File: src/shared/sief_regs.svh
// opcodes, status field positions, ident codes, pin idle levels and framing constants
`ifndef SIEF_REGS_SVH
`define SIEF_REGS_SVH
`define SIEF_OP_LATCH_SET    8'h06
`define SIEF_OP_LATCH_CLEAR  8'h04
`define SIEF_OP_IDENT_READ   8'h9f
`define SIEF_OP_STATUS_READ  8'h05
`define SIEF_OP_STATUS_WRITE 8'h01
`define SIEF_OP_DATA_READ    8'h03
`define SIEF_OP_PAGE_REWRITE 8'h02
`define SIEF_OP_PAGE_BURN    8'h0a
`define SIEF_OP_PAGE_CLEAR   8'hdb
`define SIEF_OP_SECTOR_CLEAR 8'hd8
`define SIEF_ST_BUSY_BIT     0
`define SIEF_ST_LATCH_BIT    1
`define SIEF_ST_FIELD_LO     2
`define SIEF_ST_FIELD_HI     5
`define SIEF_FIELD_MAX       4'hf
`define SIEF_FIELD_RESET     4'h0
`define SIEF_ID_MAKER        8'h5a // arbitrary maker code
`define SIEF_ID_TYPE         8'h3c // arbitrary type code
`define SIEF_ID_SIZE         8'h07 // arbitrary capacity code
`define SIEF_PIN_IDLE        6'h26 // idle select, clock, data, protect, reset, busy
`define SIEF_BYTE_BITS       3'h7
`define SIEF_ADDR_BYTES      2'h3
`define SIEF_PAGE_HI         11
`define SIEF_PAGE_LO         8
`endif

File: src/shared/sief_pkg.sv
// types shared by the instruction front end
package sief_pkg;
  typedef enum logic [2:0] {
    ST_IDLE, ST_OPCODE, ST_ADDR, ST_DATA_IN, ST_OUT, ST_IGNORE
  } sief_state_t;
  typedef enum logic [3:0] {
    CMD_NONE, CMD_LATCH_SET, CMD_LATCH_CLEAR, CMD_IDENT, CMD_STATUS_RD,
    CMD_STATUS_WR, CMD_DATA_RD, CMD_REWRITE, CMD_BURN, CMD_PAGE_CLR,
    CMD_SECTOR_CLR
  } sief_cmd_t;
endpackage : sief_pkg

File: src/rtl/sief_sync.sv
// two-stage synchroniser for a group of pin inputs
`timescale 1ns/100ps
module sief_sync #(
  parameter int           W    = 1,
  parameter logic [W-1:0] INIT = '0
) (
  input  wire logic         clk,   // sampling clock
  input  wire logic         rst,   // async reset, active high
  input  wire logic [W-1:0] d,     // asynchronous inputs
  output logic      [W-1:0] q      // synchronised outputs
);
  logic [W-1:0] meta_ff;
  // reset to the idle pin levels so no false edge follows reset
  always_ff @(posedge clk or posedge rst) begin
    if (rst) begin
      meta_ff <= INIT;
      q       <= INIT;
    end else begin
      meta_ff <= d;
      q       <= meta_ff;
    end
  end
endmodule : sief_sync

File: src/rtl/sief_front_end.sv
// serial eeprom instruction decoding front end
`timescale 1ns/100ps
`include "sief_regs.svh"
// Behaviour
// - opcode, address and data travel msb first, sampled on rising clock.
// - eight-bit opcodes with the fixed code set.
// - read and status read shift out data until deselect.
// - modifying instructions rejected unless bit count is multiple of eight.
// - array accesses ignored while an internal cycle runs.
// - framed latch set command sets the write permit latch.
// - framed latch clear command clears the write permit latch.
// - latch cleared at power-up and after clear or modify commands.
// - identification shifts out 24 bits on falling edges, maker first.
// - identification read during a cycle is not decoded.
// - deselect ends identification read; device waits for next select.
// - status: b7,b6 zero, field b5..b2, latch b1, busy b0; masked.
// - latch and busy volatile, read only, changed only internally.
// - status readable any time and repeated while clocked.
// - busy reads one during a cycle, zero otherwise.
// - modify instructions execute only when latch is one.
// - latch cleared after modify, kept when protected fast sector hit.
// - protect field N sizes the fast sector at lowest N pages.
// - protectable area at most 15 pages, top page never protected.
// - write-protect low rejects modifies in the fast sector.
// - inputs latched on rising edges, outputs change on falling edges.
// - reset pin clears latch, does not stop a running cycle.
module sief_front_end (
  input  wire logic        CLK,          // system clock 100 MHz
  input  wire logic        SYS_RST,      // async power-up reset
  input  wire logic        SEL_N,        // chip select pin, active low
  input  wire logic        SCLK,         // serial clock pin
  input  wire logic        SDI,          // serial data in pin
  input  wire logic        WP_N,         // write-protect pin, active low
  input  wire logic        RESET_N,      // reset pin, active low
  input  wire logic        CYCLE_BUSY,   // array controls report cycle
  input  wire logic [7:0]  ARRAY_RDATA,  // byte read from array
  output logic             SDO,          // serial data out
  output logic             SDO_OE_N,     // output enable, low drives
  output logic             CMD_GO,       // one-cycle execute pulse
  output logic [3:0]       CMD_KIND,     // command kind to array
  output logic [15:0]      CMD_ADDR,     // start address
  output logic             RD_REQ,       // array byte fetch pulse
  output logic [15:0]      RD_ADDR,      // fetch address
  output logic             WDATA_VLD,    // data byte strobe
  output logic [7:0]       WDATA,        // data byte
  output logic             FIELD_WR,     // status write strobe
  output logic [3:0]       FIELD_OUT,    // current protect field
  output logic             LATCH_OUT     // write permit latch
);
  logic [2:0] pins_s;
  logic       sel_n_s, sclk_s, sdi_s, wp_n_s;
  logic       rst_n_s, busy_s;
  logic       sclk_d_ff;
  logic       rise, fall, sel_start, sel_end;
  logic       sel_d_ff;
  sief_pkg::sief_state_t state_ff, nxt_state;
  sief_pkg::sief_cmd_t   cmd_ff;
  logic [2:0]  bit_ff;
  logic [7:0]  sh_ff;
  logic [1:0]  abyte_ff;
  logic [15:0] addr_ff;
  logic [8:0]  dcnt_ff;
  logic        byte_done;
  logic [7:0]  tx_ff;
  logic [1:0]  idx_ff;
  logic [7:0]  nxt_byte;
  logic        lead_ff;
  logic        latch_ff;
  logic [3:0]  field_ff;
  logic        fld_pend_ff;
  logic [7:0]  fld_val_ff;
  logic        aligned;

  // pins enter through two flip-flops
  sief_sync #(.W(6), .INIT(`SIEF_PIN_IDLE)) u_sync (
    .clk  (CLK),
    .rst  (SYS_RST),
    .d    ({SEL_N, SCLK, SDI, WP_N, RESET_N, CYCLE_BUSY}),
    .q    ({sel_n_s, sclk_s, sdi_s, pins_s})
  );
  assign wp_n_s  = pins_s[2];
  assign rst_n_s = pins_s[1];
  assign busy_s  = pins_s[0];

  function automatic sief_pkg::sief_cmd_t decode(input logic [7:0] op);
    unique case (op)
      `SIEF_OP_LATCH_SET:    decode = sief_pkg::CMD_LATCH_SET;
      `SIEF_OP_LATCH_CLEAR:  decode = sief_pkg::CMD_LATCH_CLEAR;
      `SIEF_OP_IDENT_READ:   decode = sief_pkg::CMD_IDENT;
      `SIEF_OP_STATUS_READ:  decode = sief_pkg::CMD_STATUS_RD;
      `SIEF_OP_STATUS_WRITE: decode = sief_pkg::CMD_STATUS_WR;
      `SIEF_OP_DATA_READ:    decode = sief_pkg::CMD_DATA_RD;
      `SIEF_OP_PAGE_REWRITE: decode = sief_pkg::CMD_REWRITE;
      `SIEF_OP_PAGE_BURN:    decode = sief_pkg::CMD_BURN;
      `SIEF_OP_PAGE_CLEAR:   decode = sief_pkg::CMD_PAGE_CLR;
      `SIEF_OP_SECTOR_CLEAR: decode = sief_pkg::CMD_SECTOR_CLR;
      default:               decode = sief_pkg::CMD_NONE;
    endcase
  endfunction : decode

  function automatic logic is_modify(input sief_pkg::sief_cmd_t c);
    is_modify = (c == sief_pkg::CMD_REWRITE) || (c == sief_pkg::CMD_BURN) ||
                (c == sief_pkg::CMD_PAGE_CLR) ||
                (c == sief_pkg::CMD_SECTOR_CLR);
  endfunction : is_modify

  // field value above 15 cannot exist in four bits: top page stays out
  function automatic logic in_fast(input logic [15:0] a,
                                   input logic [3:0] n);
    in_fast = ({1'b0, a[`SIEF_PAGE_HI:`SIEF_PAGE_LO]} < {1'b0, n});
  endfunction : in_fast

  function automatic logic [7:0] status_byte(input logic l, input logic b,
                                             input logic [3:0] f,
                                             input logic wp);
    status_byte = {2'b00, (wp ? f : 4'h0), l, b};
  endfunction : status_byte

  assign rise      = sclk_s & ~sclk_d_ff;
  assign fall      = ~sclk_s & sclk_d_ff;
  assign sel_start = sel_d_ff & ~sel_n_s;
  assign sel_end   = ~sel_d_ff & sel_n_s;
  assign byte_done = rise && (bit_ff == `SIEF_BYTE_BITS);
  assign aligned   = (bit_ff == 3'h0);

  always_ff @(posedge CLK or posedge SYS_RST) begin
    if (SYS_RST) begin
      sclk_d_ff <= 1'b0;
      sel_d_ff  <= 1'b1;
    end else begin
      sclk_d_ff <= sclk_s;
      sel_d_ff  <= sel_n_s;
    end
  end

  // bit framing, msb first on rising edges
  always_ff @(posedge CLK or posedge SYS_RST) begin
    if (SYS_RST) begin
      bit_ff <= 3'h0;
      sh_ff  <= 8'h00;
    end else if (sel_n_s) begin
      bit_ff <= 3'h0;
    end else if (rise) begin
      bit_ff <= bit_ff + 3'h1;
      sh_ff  <= {sh_ff[6:0], sdi_s};
    end
  end

  always_comb begin
    nxt_state = state_ff;
    unique case (state_ff)
      sief_pkg::ST_IDLE:   if (sel_start) nxt_state = sief_pkg::ST_OPCODE;
      sief_pkg::ST_OPCODE: if (byte_done) begin
        unique case (decode({sh_ff[6:0], sdi_s}))
          sief_pkg::CMD_NONE:       nxt_state = sief_pkg::ST_IGNORE;
          sief_pkg::CMD_LATCH_SET,
          sief_pkg::CMD_LATCH_CLEAR:nxt_state = sief_pkg::ST_IGNORE;
          sief_pkg::CMD_STATUS_RD:  nxt_state = sief_pkg::ST_OUT;
          sief_pkg::CMD_IDENT:      nxt_state = busy_s ?
                                      sief_pkg::ST_IGNORE : sief_pkg::ST_OUT;
          sief_pkg::CMD_STATUS_WR:  nxt_state = sief_pkg::ST_DATA_IN;
          default:                  nxt_state = sief_pkg::ST_ADDR;
        endcase
      end
      sief_pkg::ST_ADDR: if (byte_done && abyte_ff == `SIEF_ADDR_BYTES - 2'h1)
        nxt_state = (cmd_ff == sief_pkg::CMD_DATA_RD) ? sief_pkg::ST_OUT :
                    sief_pkg::ST_DATA_IN;
      sief_pkg::ST_DATA_IN, sief_pkg::ST_OUT, sief_pkg::ST_IGNORE: ;
      default: nxt_state = sief_pkg::ST_IDLE;
    endcase
    if (sel_n_s) nxt_state = sief_pkg::ST_IDLE;
  end

  always_ff @(posedge CLK or posedge SYS_RST) begin
    if (SYS_RST) begin
      state_ff <= sief_pkg::ST_IDLE;
    end else begin
      state_ff <= nxt_state;
    end
  end

  // command, address and data byte capture
  always_ff @(posedge CLK or posedge SYS_RST) begin
    if (SYS_RST) begin
      cmd_ff   <= sief_pkg::CMD_NONE;
      abyte_ff <= 2'h0;
      addr_ff  <= 16'h0000;
      dcnt_ff  <= 9'h000;
    end else if (state_ff == sief_pkg::ST_OPCODE && byte_done) begin
      cmd_ff   <= decode({sh_ff[6:0], sdi_s});
      abyte_ff <= 2'h0;
      dcnt_ff  <= 9'h000;
    end else if (state_ff == sief_pkg::ST_ADDR && byte_done) begin
      addr_ff  <= {addr_ff[7:0], sh_ff[6:0], sdi_s};
      abyte_ff <= abyte_ff + 2'h1;
    end else if (state_ff == sief_pkg::ST_DATA_IN && byte_done) begin
      dcnt_ff  <= dcnt_ff + 9'h001;
    end
  end

  always_ff @(posedge CLK or posedge SYS_RST) begin
    if (SYS_RST) begin
      WDATA_VLD <= 1'b0;
      WDATA     <= 8'h00;
    end else begin
      WDATA_VLD <= state_ff == sief_pkg::ST_DATA_IN && byte_done &&
                   cmd_ff != sief_pkg::CMD_STATUS_WR && !busy_s;
      if (byte_done) WDATA <= {sh_ff[6:0], sdi_s};
    end
  end

  // status write data held for the deselect check
  always_ff @(posedge CLK or posedge SYS_RST) begin
    if (SYS_RST) begin
      fld_pend_ff <= 1'b0;
      fld_val_ff  <= 8'h00;
    end else if (sel_start) begin
      fld_pend_ff <= 1'b0;
    end else if (state_ff == sief_pkg::ST_DATA_IN && byte_done &&
                 cmd_ff == sief_pkg::CMD_STATUS_WR) begin
      fld_pend_ff <= ~fld_pend_ff;
      fld_val_ff  <= {sh_ff[6:0], sdi_s};
    end
  end

  // execution at deselect
  always_ff @(posedge CLK or posedge SYS_RST) begin
    if (SYS_RST) begin
      latch_ff <= 1'b0;
      field_ff <= `SIEF_FIELD_RESET;
      CMD_GO   <= 1'b0;
      CMD_KIND <= 4'h0;
      CMD_ADDR <= 16'h0000;
      FIELD_WR <= 1'b0;
    end else begin
      CMD_GO   <= 1'b0;
      FIELD_WR <= 1'b0;
      if (!rst_n_s) begin
        latch_ff <= 1'b0;
      end else if (sel_end && aligned) begin
        unique case (cmd_ff)
          sief_pkg::CMD_LATCH_SET:
            if (state_ff == sief_pkg::ST_IGNORE) latch_ff <= 1'b1;
          sief_pkg::CMD_LATCH_CLEAR:
            if (state_ff == sief_pkg::ST_IGNORE) latch_ff <= 1'b0;
          sief_pkg::CMD_STATUS_WR:
            if (fld_pend_ff && latch_ff && wp_n_s && !busy_s) begin
              field_ff <= fld_val_ff[`SIEF_ST_FIELD_HI:`SIEF_ST_FIELD_LO];
              FIELD_WR <= 1'b1;
              latch_ff <= 1'b0;
            end
          default:
            if (is_modify(cmd_ff) && state_ff != sief_pkg::ST_ADDR &&
                !busy_s && latch_ff) begin
              if (!(!wp_n_s && in_fast(addr_ff, field_ff))) begin
                CMD_GO   <= (cmd_ff == sief_pkg::CMD_PAGE_CLR ||
                             cmd_ff == sief_pkg::CMD_SECTOR_CLR ||
                             dcnt_ff != 9'h000);
                CMD_KIND <= cmd_ff;
                CMD_ADDR <= addr_ff;
                latch_ff <= 1'b0;
              end
            end
        endcase
      end
    end
  end

  always_comb begin
    unique case (cmd_ff)
      sief_pkg::CMD_IDENT:
        nxt_byte = (idx_ff == 2'h1) ? `SIEF_ID_TYPE : `SIEF_ID_SIZE;
      sief_pkg::CMD_STATUS_RD:
        nxt_byte = status_byte(latch_ff, busy_s, field_ff, wp_n_s);
      default: nxt_byte = ARRAY_RDATA;
    endcase
  end

  // serial output: loads on byte ends, shifts on falling edges
  always_ff @(posedge CLK or posedge SYS_RST) begin
    if (SYS_RST) begin
      tx_ff    <= 8'h00;
      idx_ff   <= 2'h0;
      lead_ff  <= 1'b0;
      RD_REQ   <= 1'b0;
      RD_ADDR  <= 16'h0000;
      SDO      <= 1'b0;
      SDO_OE_N <= 1'b1;
    end else begin
      RD_REQ <= 1'b0;
      if (nxt_state == sief_pkg::ST_OUT && state_ff != sief_pkg::ST_OUT) begin
        idx_ff  <= 2'h1;
        lead_ff <= 1'b1; // first fall sends the byte loaded here
        unique case ((state_ff == sief_pkg::ST_OPCODE) ?
                     decode({sh_ff[6:0], sdi_s}) : cmd_ff)
          sief_pkg::CMD_IDENT: tx_ff <= `SIEF_ID_MAKER;
          sief_pkg::CMD_STATUS_RD:
            tx_ff <= status_byte(latch_ff, busy_s, field_ff, wp_n_s);
          default: begin
            tx_ff   <= ARRAY_RDATA;
            RD_REQ  <= !busy_s;
            RD_ADDR <= {addr_ff[7:0], sh_ff[6:0], sdi_s};
          end
        endcase
      end else if (state_ff == sief_pkg::ST_OUT && fall) begin
        SDO      <= tx_ff[7];
        SDO_OE_N <= 1'b0;
        tx_ff    <= {tx_ff[6:0], 1'b0};
        lead_ff  <= 1'b0;
        if (bit_ff == 3'h0 && !lead_ff && idx_ff != 2'h0) begin
          SDO   <= nxt_byte[7];
          tx_ff <= {nxt_byte[6:0], 1'b0};
          if (cmd_ff == sief_pkg::CMD_IDENT)
            idx_ff <= (idx_ff == 2'h2) ? 2'h0 : 2'h2;
          if (cmd_ff == sief_pkg::CMD_DATA_RD) begin
            RD_ADDR <= RD_ADDR + 16'h0001;
            RD_REQ  <= !busy_s;
          end
        end
      end
      if (state_ff != sief_pkg::ST_OUT) SDO_OE_N <= 1'b1;
    end
  end

  always_ff @(posedge CLK or posedge SYS_RST) begin
    if (SYS_RST) begin
      FIELD_OUT <= `SIEF_FIELD_RESET;
      LATCH_OUT <= 1'b0;
    end else begin
      FIELD_OUT <= field_ff;
      LATCH_OUT <= latch_ff;
    end
  end
endmodule : sief_front_end

File: config.mk
export PLATFORM = sky130hd
export DESIGN_NAME = sief_front_end
export DESIGN_NICKNAME = d
export VERILOG_FILES = /design/src/shared/sief_pkg.sv /design/src/rtl/sief_sync.sv /design/src/rtl/sief_front_end.sv
export VERILOG_INCLUDE_DIRS = /design/src /design/src/shared
export SDC_FILE = /design/constraint.sdc
export NUM_CORES = 1
export LEC_CHECK = 0
export BUFFER_PORTS_ARGS = -buffer_cell sky130_fd_sc_hd__buf_2
export CAP_MARGIN = 5
export CORE_ASPECT_RATIO = 0.8
export CORE_UTILIZATION = 55
export DETAILED_ROUTE_END_ITERATION = 10
export PLACE_DENSITY = 0.75
export REMOVE_ABC_BUFFERS = 1
export SETUP_SLACK_MARGIN = 0.1
export SLEW_MARGIN = 40
export SYNTH_ARGS = -nofsm -noshare
export SYNTH_HDL_FRONTEND = slang
export SYNTH_SLANG_ARGS = --single-unit
File: constraint.sdc
create_clock -name CLK -period 6.1 [get_ports CLK]
set_clock_uncertainty 0.2 [all_clocks]
set_input_delay 1.525 -clock CLK [delete_from_list [all_inputs] [get_ports CLK]]
set_output_delay 1.525 -clock CLK [all_outputs]
set_load 0.03 [all_outputs]
* After elaboration in Yosys (flattened, before gate mapping)
Cells that the tools add are included.
** Word-level totals
- Flip-flop bits (word level) :: 136
- Input port bits :: 16
- Output and inout bits :: 55
- Logic and storage cells :: 221
** Operators by class
- $add $sub $neg :: 4
- $lt $le $gt $ge :: 1
- Equality and inequality tests :: 49
- Multiplexer cells :: 66
- Bitwise logic cells :: 14
- Reduce and logical (&&, ||, !) cells :: 57
** Operator list (number)
- 2-to-1 mux 16 bit :: 5
- one-hot mux 4 bit (10 select lines) :: 1
- one-hot mux 8 bit (2 select lines) :: 2
- 2-to-1 mux 1 bit :: 29
- equality test 4 x 3 -> 1 bit, second input constant :: 7
- 2-to-1 mux 9 bit :: 3
- equality test 8 x 3 -> 1 bit, second input constant :: 3
- equality test 8 bit, second input constant :: 3
- 2-to-1 mux 8 bit :: 3
- one-hot mux 3 bit (4 select lines) :: 2
- 2-to-1 mux 3 bit :: 7
- equality test 4 x 2 -> 1 bit, second input constant :: 5
- logical AND 1 bit :: 20
- 2-to-1 mux 4 bit :: 5
- nonzero test 2 bit :: 10
- adder 16 x 1 -> 16 bit, second input constant :: 1
- equality test 8 x 2 -> 1 bit, second input constant :: 2
- 2-to-1 mux 2 bit :: 7
- equality test 3 bit, second input constant :: 4
- equality test 4 bit, second input constant :: 3
- != test 3 bit, second input constant :: 4
- AND reduction 2 bit :: 6
- != test 5 bit, second input constant :: 2
- NOT 1 bit :: 10
- other kinds (28) :: 47

* Depth between registers and ports, before layout
- Depth after elaboration :: 19
- Gate-level depth with buffers :: 12
- Mapped depth without buffers :: 9

* Cells and area by module
Synthesis repeated with hierarchy kept, for this count alone.
** Unflattened totals
- Cell total of the unflattened synthesis :: 621
- Area total of the unflattened synthesis :: 6678.9 um^2
** By module, submodules not included
- sief_front_end :: times used 1, cells an instance 608, area an instance 6367.4 um^2, sequential area each 3055.4 um^2
- sief_sync :: times used 1, cells an instance 13, area an instance 311.5 um^2, sequential area each 307.8 um^2

* Least setup slack after synthesis
No wires, ideal clock.
- Kind :: register to register
- Start :: register sh_ff[2]
- End :: register RD_ADDR[2]
- Library setup time :: 0.129 ns
- Arrival :: 2.777 ns
- Required time :: 5.771 ns
- Path slack :: 2.993 ns
- Stages on the path, launching flop included :: 12
- Buffers on the path :: 4
- Clock period less this slack :: 3.107 ns
- Path through :: dfrtp_1 > or4_1 > buf_2 > nor4b_2 > a211oi_1 > o311a_1 > buf_6 > or4_4 > buf_6 > nand2_2 > buf_6 > a22oi_1
** On the way
- Cells in the longest elaborated chain, start to end :: 14
- Elaborated cells between the ends (all ways) :: 37
- Classes of those cells :: 19 x eq/ne; 10 x mux; 8 x reduce/logical
** Ends and longest elaborated chain
- from (decl) :: RTL line sief_front_end.sv:59 : logic [7:0] sh_ff;
- from (signal assigned) :: RTL line sief_front_end.sv:145 : sh_ff <= {sh_ff[6:0], sdi_s};
- equality test 8 bit, or another cell as far along :: RTL line sief_front_end.sv:86 : unique case (op)
- one-hot mux 4 bit (10 select lines) * :: RTL line sief_front_end.sv:86
- 2-to-1 mux 4 bit :: RTL line sief_front_end.sv:153 : sief_pkg::ST_OPCODE: if (byte_done) begin
- 2-to-1 mux 4 bit :: RTL line sief_front_end.sv:151 : unique case (state_ff)
- equality test 4 x 1 -> 1 bit, or another cell as far along :: RTL line sief_front_end.sv:154 : unique case (decode({sh_ff[6:0], sdi_s}))
- OR reduction 3 bit (no source line)
- one-hot mux 3 bit (4 select lines) :: RTL line sief_front_end.sv:154
- 2-to-1 mux 3 bit :: RTL line sief_front_end.sv:153
- one-hot mux 3 bit (4 select lines) :: RTL line sief_front_end.sv:151
- 2-to-1 mux 3 bit :: RTL line sief_front_end.sv:171 : if (sel_n_s) nxt_state = sief_pkg::ST_IDLE;
- equality test 3 bit :: RTL line sief_front_end.sv:291 : if (nxt_state == sief_pkg::ST_OUT && state_ff != sief_pkg::ST_OUT) begin
- logical AND 1 bit :: RTL line sief_front_end.sv:291
- != test 2 bit (no source line) or nonzero test 2 bit (tied branches)
- AND reduction 4 bit (no source line)
- to (signal assigned) :: RTL line sief_front_end.sv:302 : RD_ADDR <= {addr_ff[7:0], sh_ff[6:0], sdi_s};
- to (signal assigned) :: RTL line sief_front_end.sv:316 : RD_ADDR <= RD_ADDR + 16'h0001;
- to (decl) :: RTL line sief_front_end.sv:43 : output logic [15:0] RD_ADDR,
Mark *: on every way between the ends. The rest lies on a longest branch, timed or not. The select of a mux whose other input is x is not followed.
A chain may end at the register's enable or synchronous reset.

* Worst setup path in the final report
- Start :: register sh_ff[2]
- End :: register RD_ADDR[5]
Same word-level chain as after synthesis.

==> qor.csv <==
metric,value,unit
num_vias,5046,
grt_pass1_wl,25200,µm
ios,71,
portBuffers,70,
synth_top_area_frac,0.485,
power.density,288,nW/µm²
die_h,99.3,µm
slew_viol_final,0,
drive_gt1_frac,0.264,
crit_type,reg -> reg,
dieArea,12300,µm²
start_util,0.565,
drtIter0Drc,657,
ys_types,65,
rows,35,
synth_edf_count,0,
antenna_cells,0,
cts_buffers,17,
tightestPinTransition,0.811,ns
grt_pass1_vias,4889,
synth.most_common_cell,dfrtp_1,
yosys.area.top_type,dfrtp_1,
status,"finished, final reports clean",
fmax,277,MHz
cts_tree,built,
hold_viol_final,0,
syn_area,6510,µm²
drc,0,
drv_cap,0,
dp_slack,2.56,ns
worst_ep_arrival_time,3.70,ns
clk_pin_slew,0.06,ns
grt_max_degree,73,
root_buffer,clkbuf_16,
yosys_warnings,0,
syn_area_per_cell,10.6,µm²
cts_max_path_buffers,2,
ys.flop_type,dfrtp_1,
startpoint_type,register,
ys_ff_latch,134,
first_pass_iters,5,
core_area,11500,µm²
cts_hold_buf,0,
rsz0062_at_grt,no,
antenna_found_initial,0,
grt_usage,0.270,
hp-class,reg -> reg,
cts_resized,0,
leakagePower,3.71,nW
final_nets,703,
ant_nets,0,
fin_crit_sh,0.592,
grt_remaining_overflow,0,
slew-limit-headroom,0.455,
fillers,909,
vias_per_cell,6.02,
h-tree-depth,4,
finalSetupTns,0,ns
cp.required,6.19,ns
area_growth_syn_to_layout,15.9,%
synthArstFlopShare,1.00,
timing.final.ws_setup,2.49,ns
seq_area_frac_synth,0.517,
cts_sinks,134,
place.gp.congestion,0.922,
die_x,124,µm
netlist_top_cells_area,"dfrtp_1 48%, mux2_2 8.1%, nand2_1 4.5%, dfstp_2 3.2%, mux2i_1 2.5%",
ir_drop,0.000210,V
postCtsSetupRepairBufs,0,
wl_per_cell,18.3,µm
routed_wl,15300,µm
dp_hpwl,10500,µm
cp_max_fo,34,
cp-end-kind,register,
synth_common_cells,"126 x dfrtp_1, 78 x nand2_1, 47 x mux2_2, 40 x nor2_1, 25 x o21ai_0",
clk_latency,0.42,ns
syn_inst,616,
fin_crit,3.61,ns
setup_viol,0,
layer usage:
metal / routed length [µm] / GRT usage
met1: 6930 / 0.381
met2: 7040 / 0.403
met3: 981 / 0.0619
met4: 346 / 0.109
met5: 0 / 0
path summary, 6_finish.rpt:
check                             startpoint            to  slack (ns)  cells past startpoint
min                        u_sync.meta_ff[3]   u_sync.q[3]        0.15                      0
max in group asynchronous            SYS_RST      tx_ff[0]        4.13                      3
min in group asynchronous            SYS_RST  CMD_ADDR[13]        0.75                      2
min reg2reg                u_sync.meta_ff[3]   u_sync.q[3]        0.15                      0
max                                 sh_ff[2]    RD_ADDR[5]        2.49                      8
max reg2reg                         sh_ff[2]    RD_ADDR[5]        2.49                      8
where the power goes:
part / leakage (nW) / internal [mW] / switching (mW)
Clock: 0.286 / 0.613 / 0.408
Sequential: 1.79 / 0.915 / 0.0714
Combinational: 1.63 / 0.0701 / 0.0942
Total: 3.71 / 1.60 / 0.574
state kept, by name, summed over array words and instances, names as in the netlist, 7 cells and up:
| register | cells |
|---|---|
| CMD_ADDR | 16 |
| RD_ADDR | 16 |
| addr_ff | 16 |
| dcnt_ff | 9 |
| WDATA | 8 |
| tx_ff | 8 |
| sh_ff | 7 |
area by class of cell:
type                       count  area, µm²  area share
clock buffer                  18        429      0.0569
tap                          148        185      0.0246
multi-input combinational    427       2920       0.387
inverter                      23       88.8      0.0118
clock inverter                14        164      0.0217
timing repair buffer          74        388      0.0514
sequential                   134       3360       0.446
cell usage in the layout, fill, tap and decap left out, drive strengths merged, types with 4 or more instances in the layout:
| cell | synthesis | final |
|---|---|---|
| clkinv | 0 | 4 |
| o21ai | 28 | 28 |
| ha | 10 | 10 |
| inv | 23 | 29 |
| mux2i | 16 | 16 |
| and3 | 9 | 9 |
| nor4b | 6 | 6 |
| xor2 | 7 | 7 |
| nand3 | 14 | 14 |
| nor2b | 6 | 6 |
| nor2 | 40 | 40 |
| nand2 | 79 | 79 |
| a22oi | 15 | 15 |
| buf | 10 | 74 |
| nor3 | 17 | 17 |
| o22ai | 9 | 9 |
| a2bb2oi | 7 | 7 |
| dfstp | 8 | 8 |
| nand2b | 13 | 13 |
| a21o | 6 | 6 |
| mux2 | 47 | 47 |
| dfrtp | 126 | 126 |
| a21oi | 19 | 19 |
| nand4 | 6 | 6 |
| a221oi | 7 | 7 |
| nor4 | 4 | 4 |
| a211oi | 5 | 5 |
| clkbuf | 22 | 18 |
| nor3b | 5 | 5 |
| or3 | 5 | 5 |
| and2 | 5 | 5 |
metrics by stage:
step	cell area (µm²)	hold slack (ns)	utilization	std cells	power [mW]
2_1_floorplan	6350	0.131	-	584	1.10
3_3_place_gp	6920	0.134	0.601	806	1.15
3_5_place_dp	6930	0.135	0.602	806	1.16
4_1_cts	7520	0.149	0.653	838	2.19
5_1_grt	7540	0.163	0.655	838	2.25
6_report	7540	0.147	0.655	838	2.17
worst max-delay path: stages, from the launching register on:
cell       delay (ns)
dfrtp_1          0.51
or4_1            0.71
nor4b_2          0.29
a211oi_1         0.08
o311a_1          0.48
or3_1            0.41
buf_4            0.28
o21ai_0          0.41
a2bb2oi_2        0.10
cell families (layout without fill, tap and decap cells):
kind of cell,Yosys count,after routing,synth area share
buffers and inverters,55,129,0.0367
XOR/XNOR,9,9,0.0121
AO/OA/AOI/OAI,116,116,0.126
flip-flops,134,134,0.517
AND/OR/NAND/NOR,229,229,0.183
adder cells (fa/ha/maj),10,10,0.0192
multiplexers,63,63,0.106
Note: power is estimated with default switching activity, not from simulation.
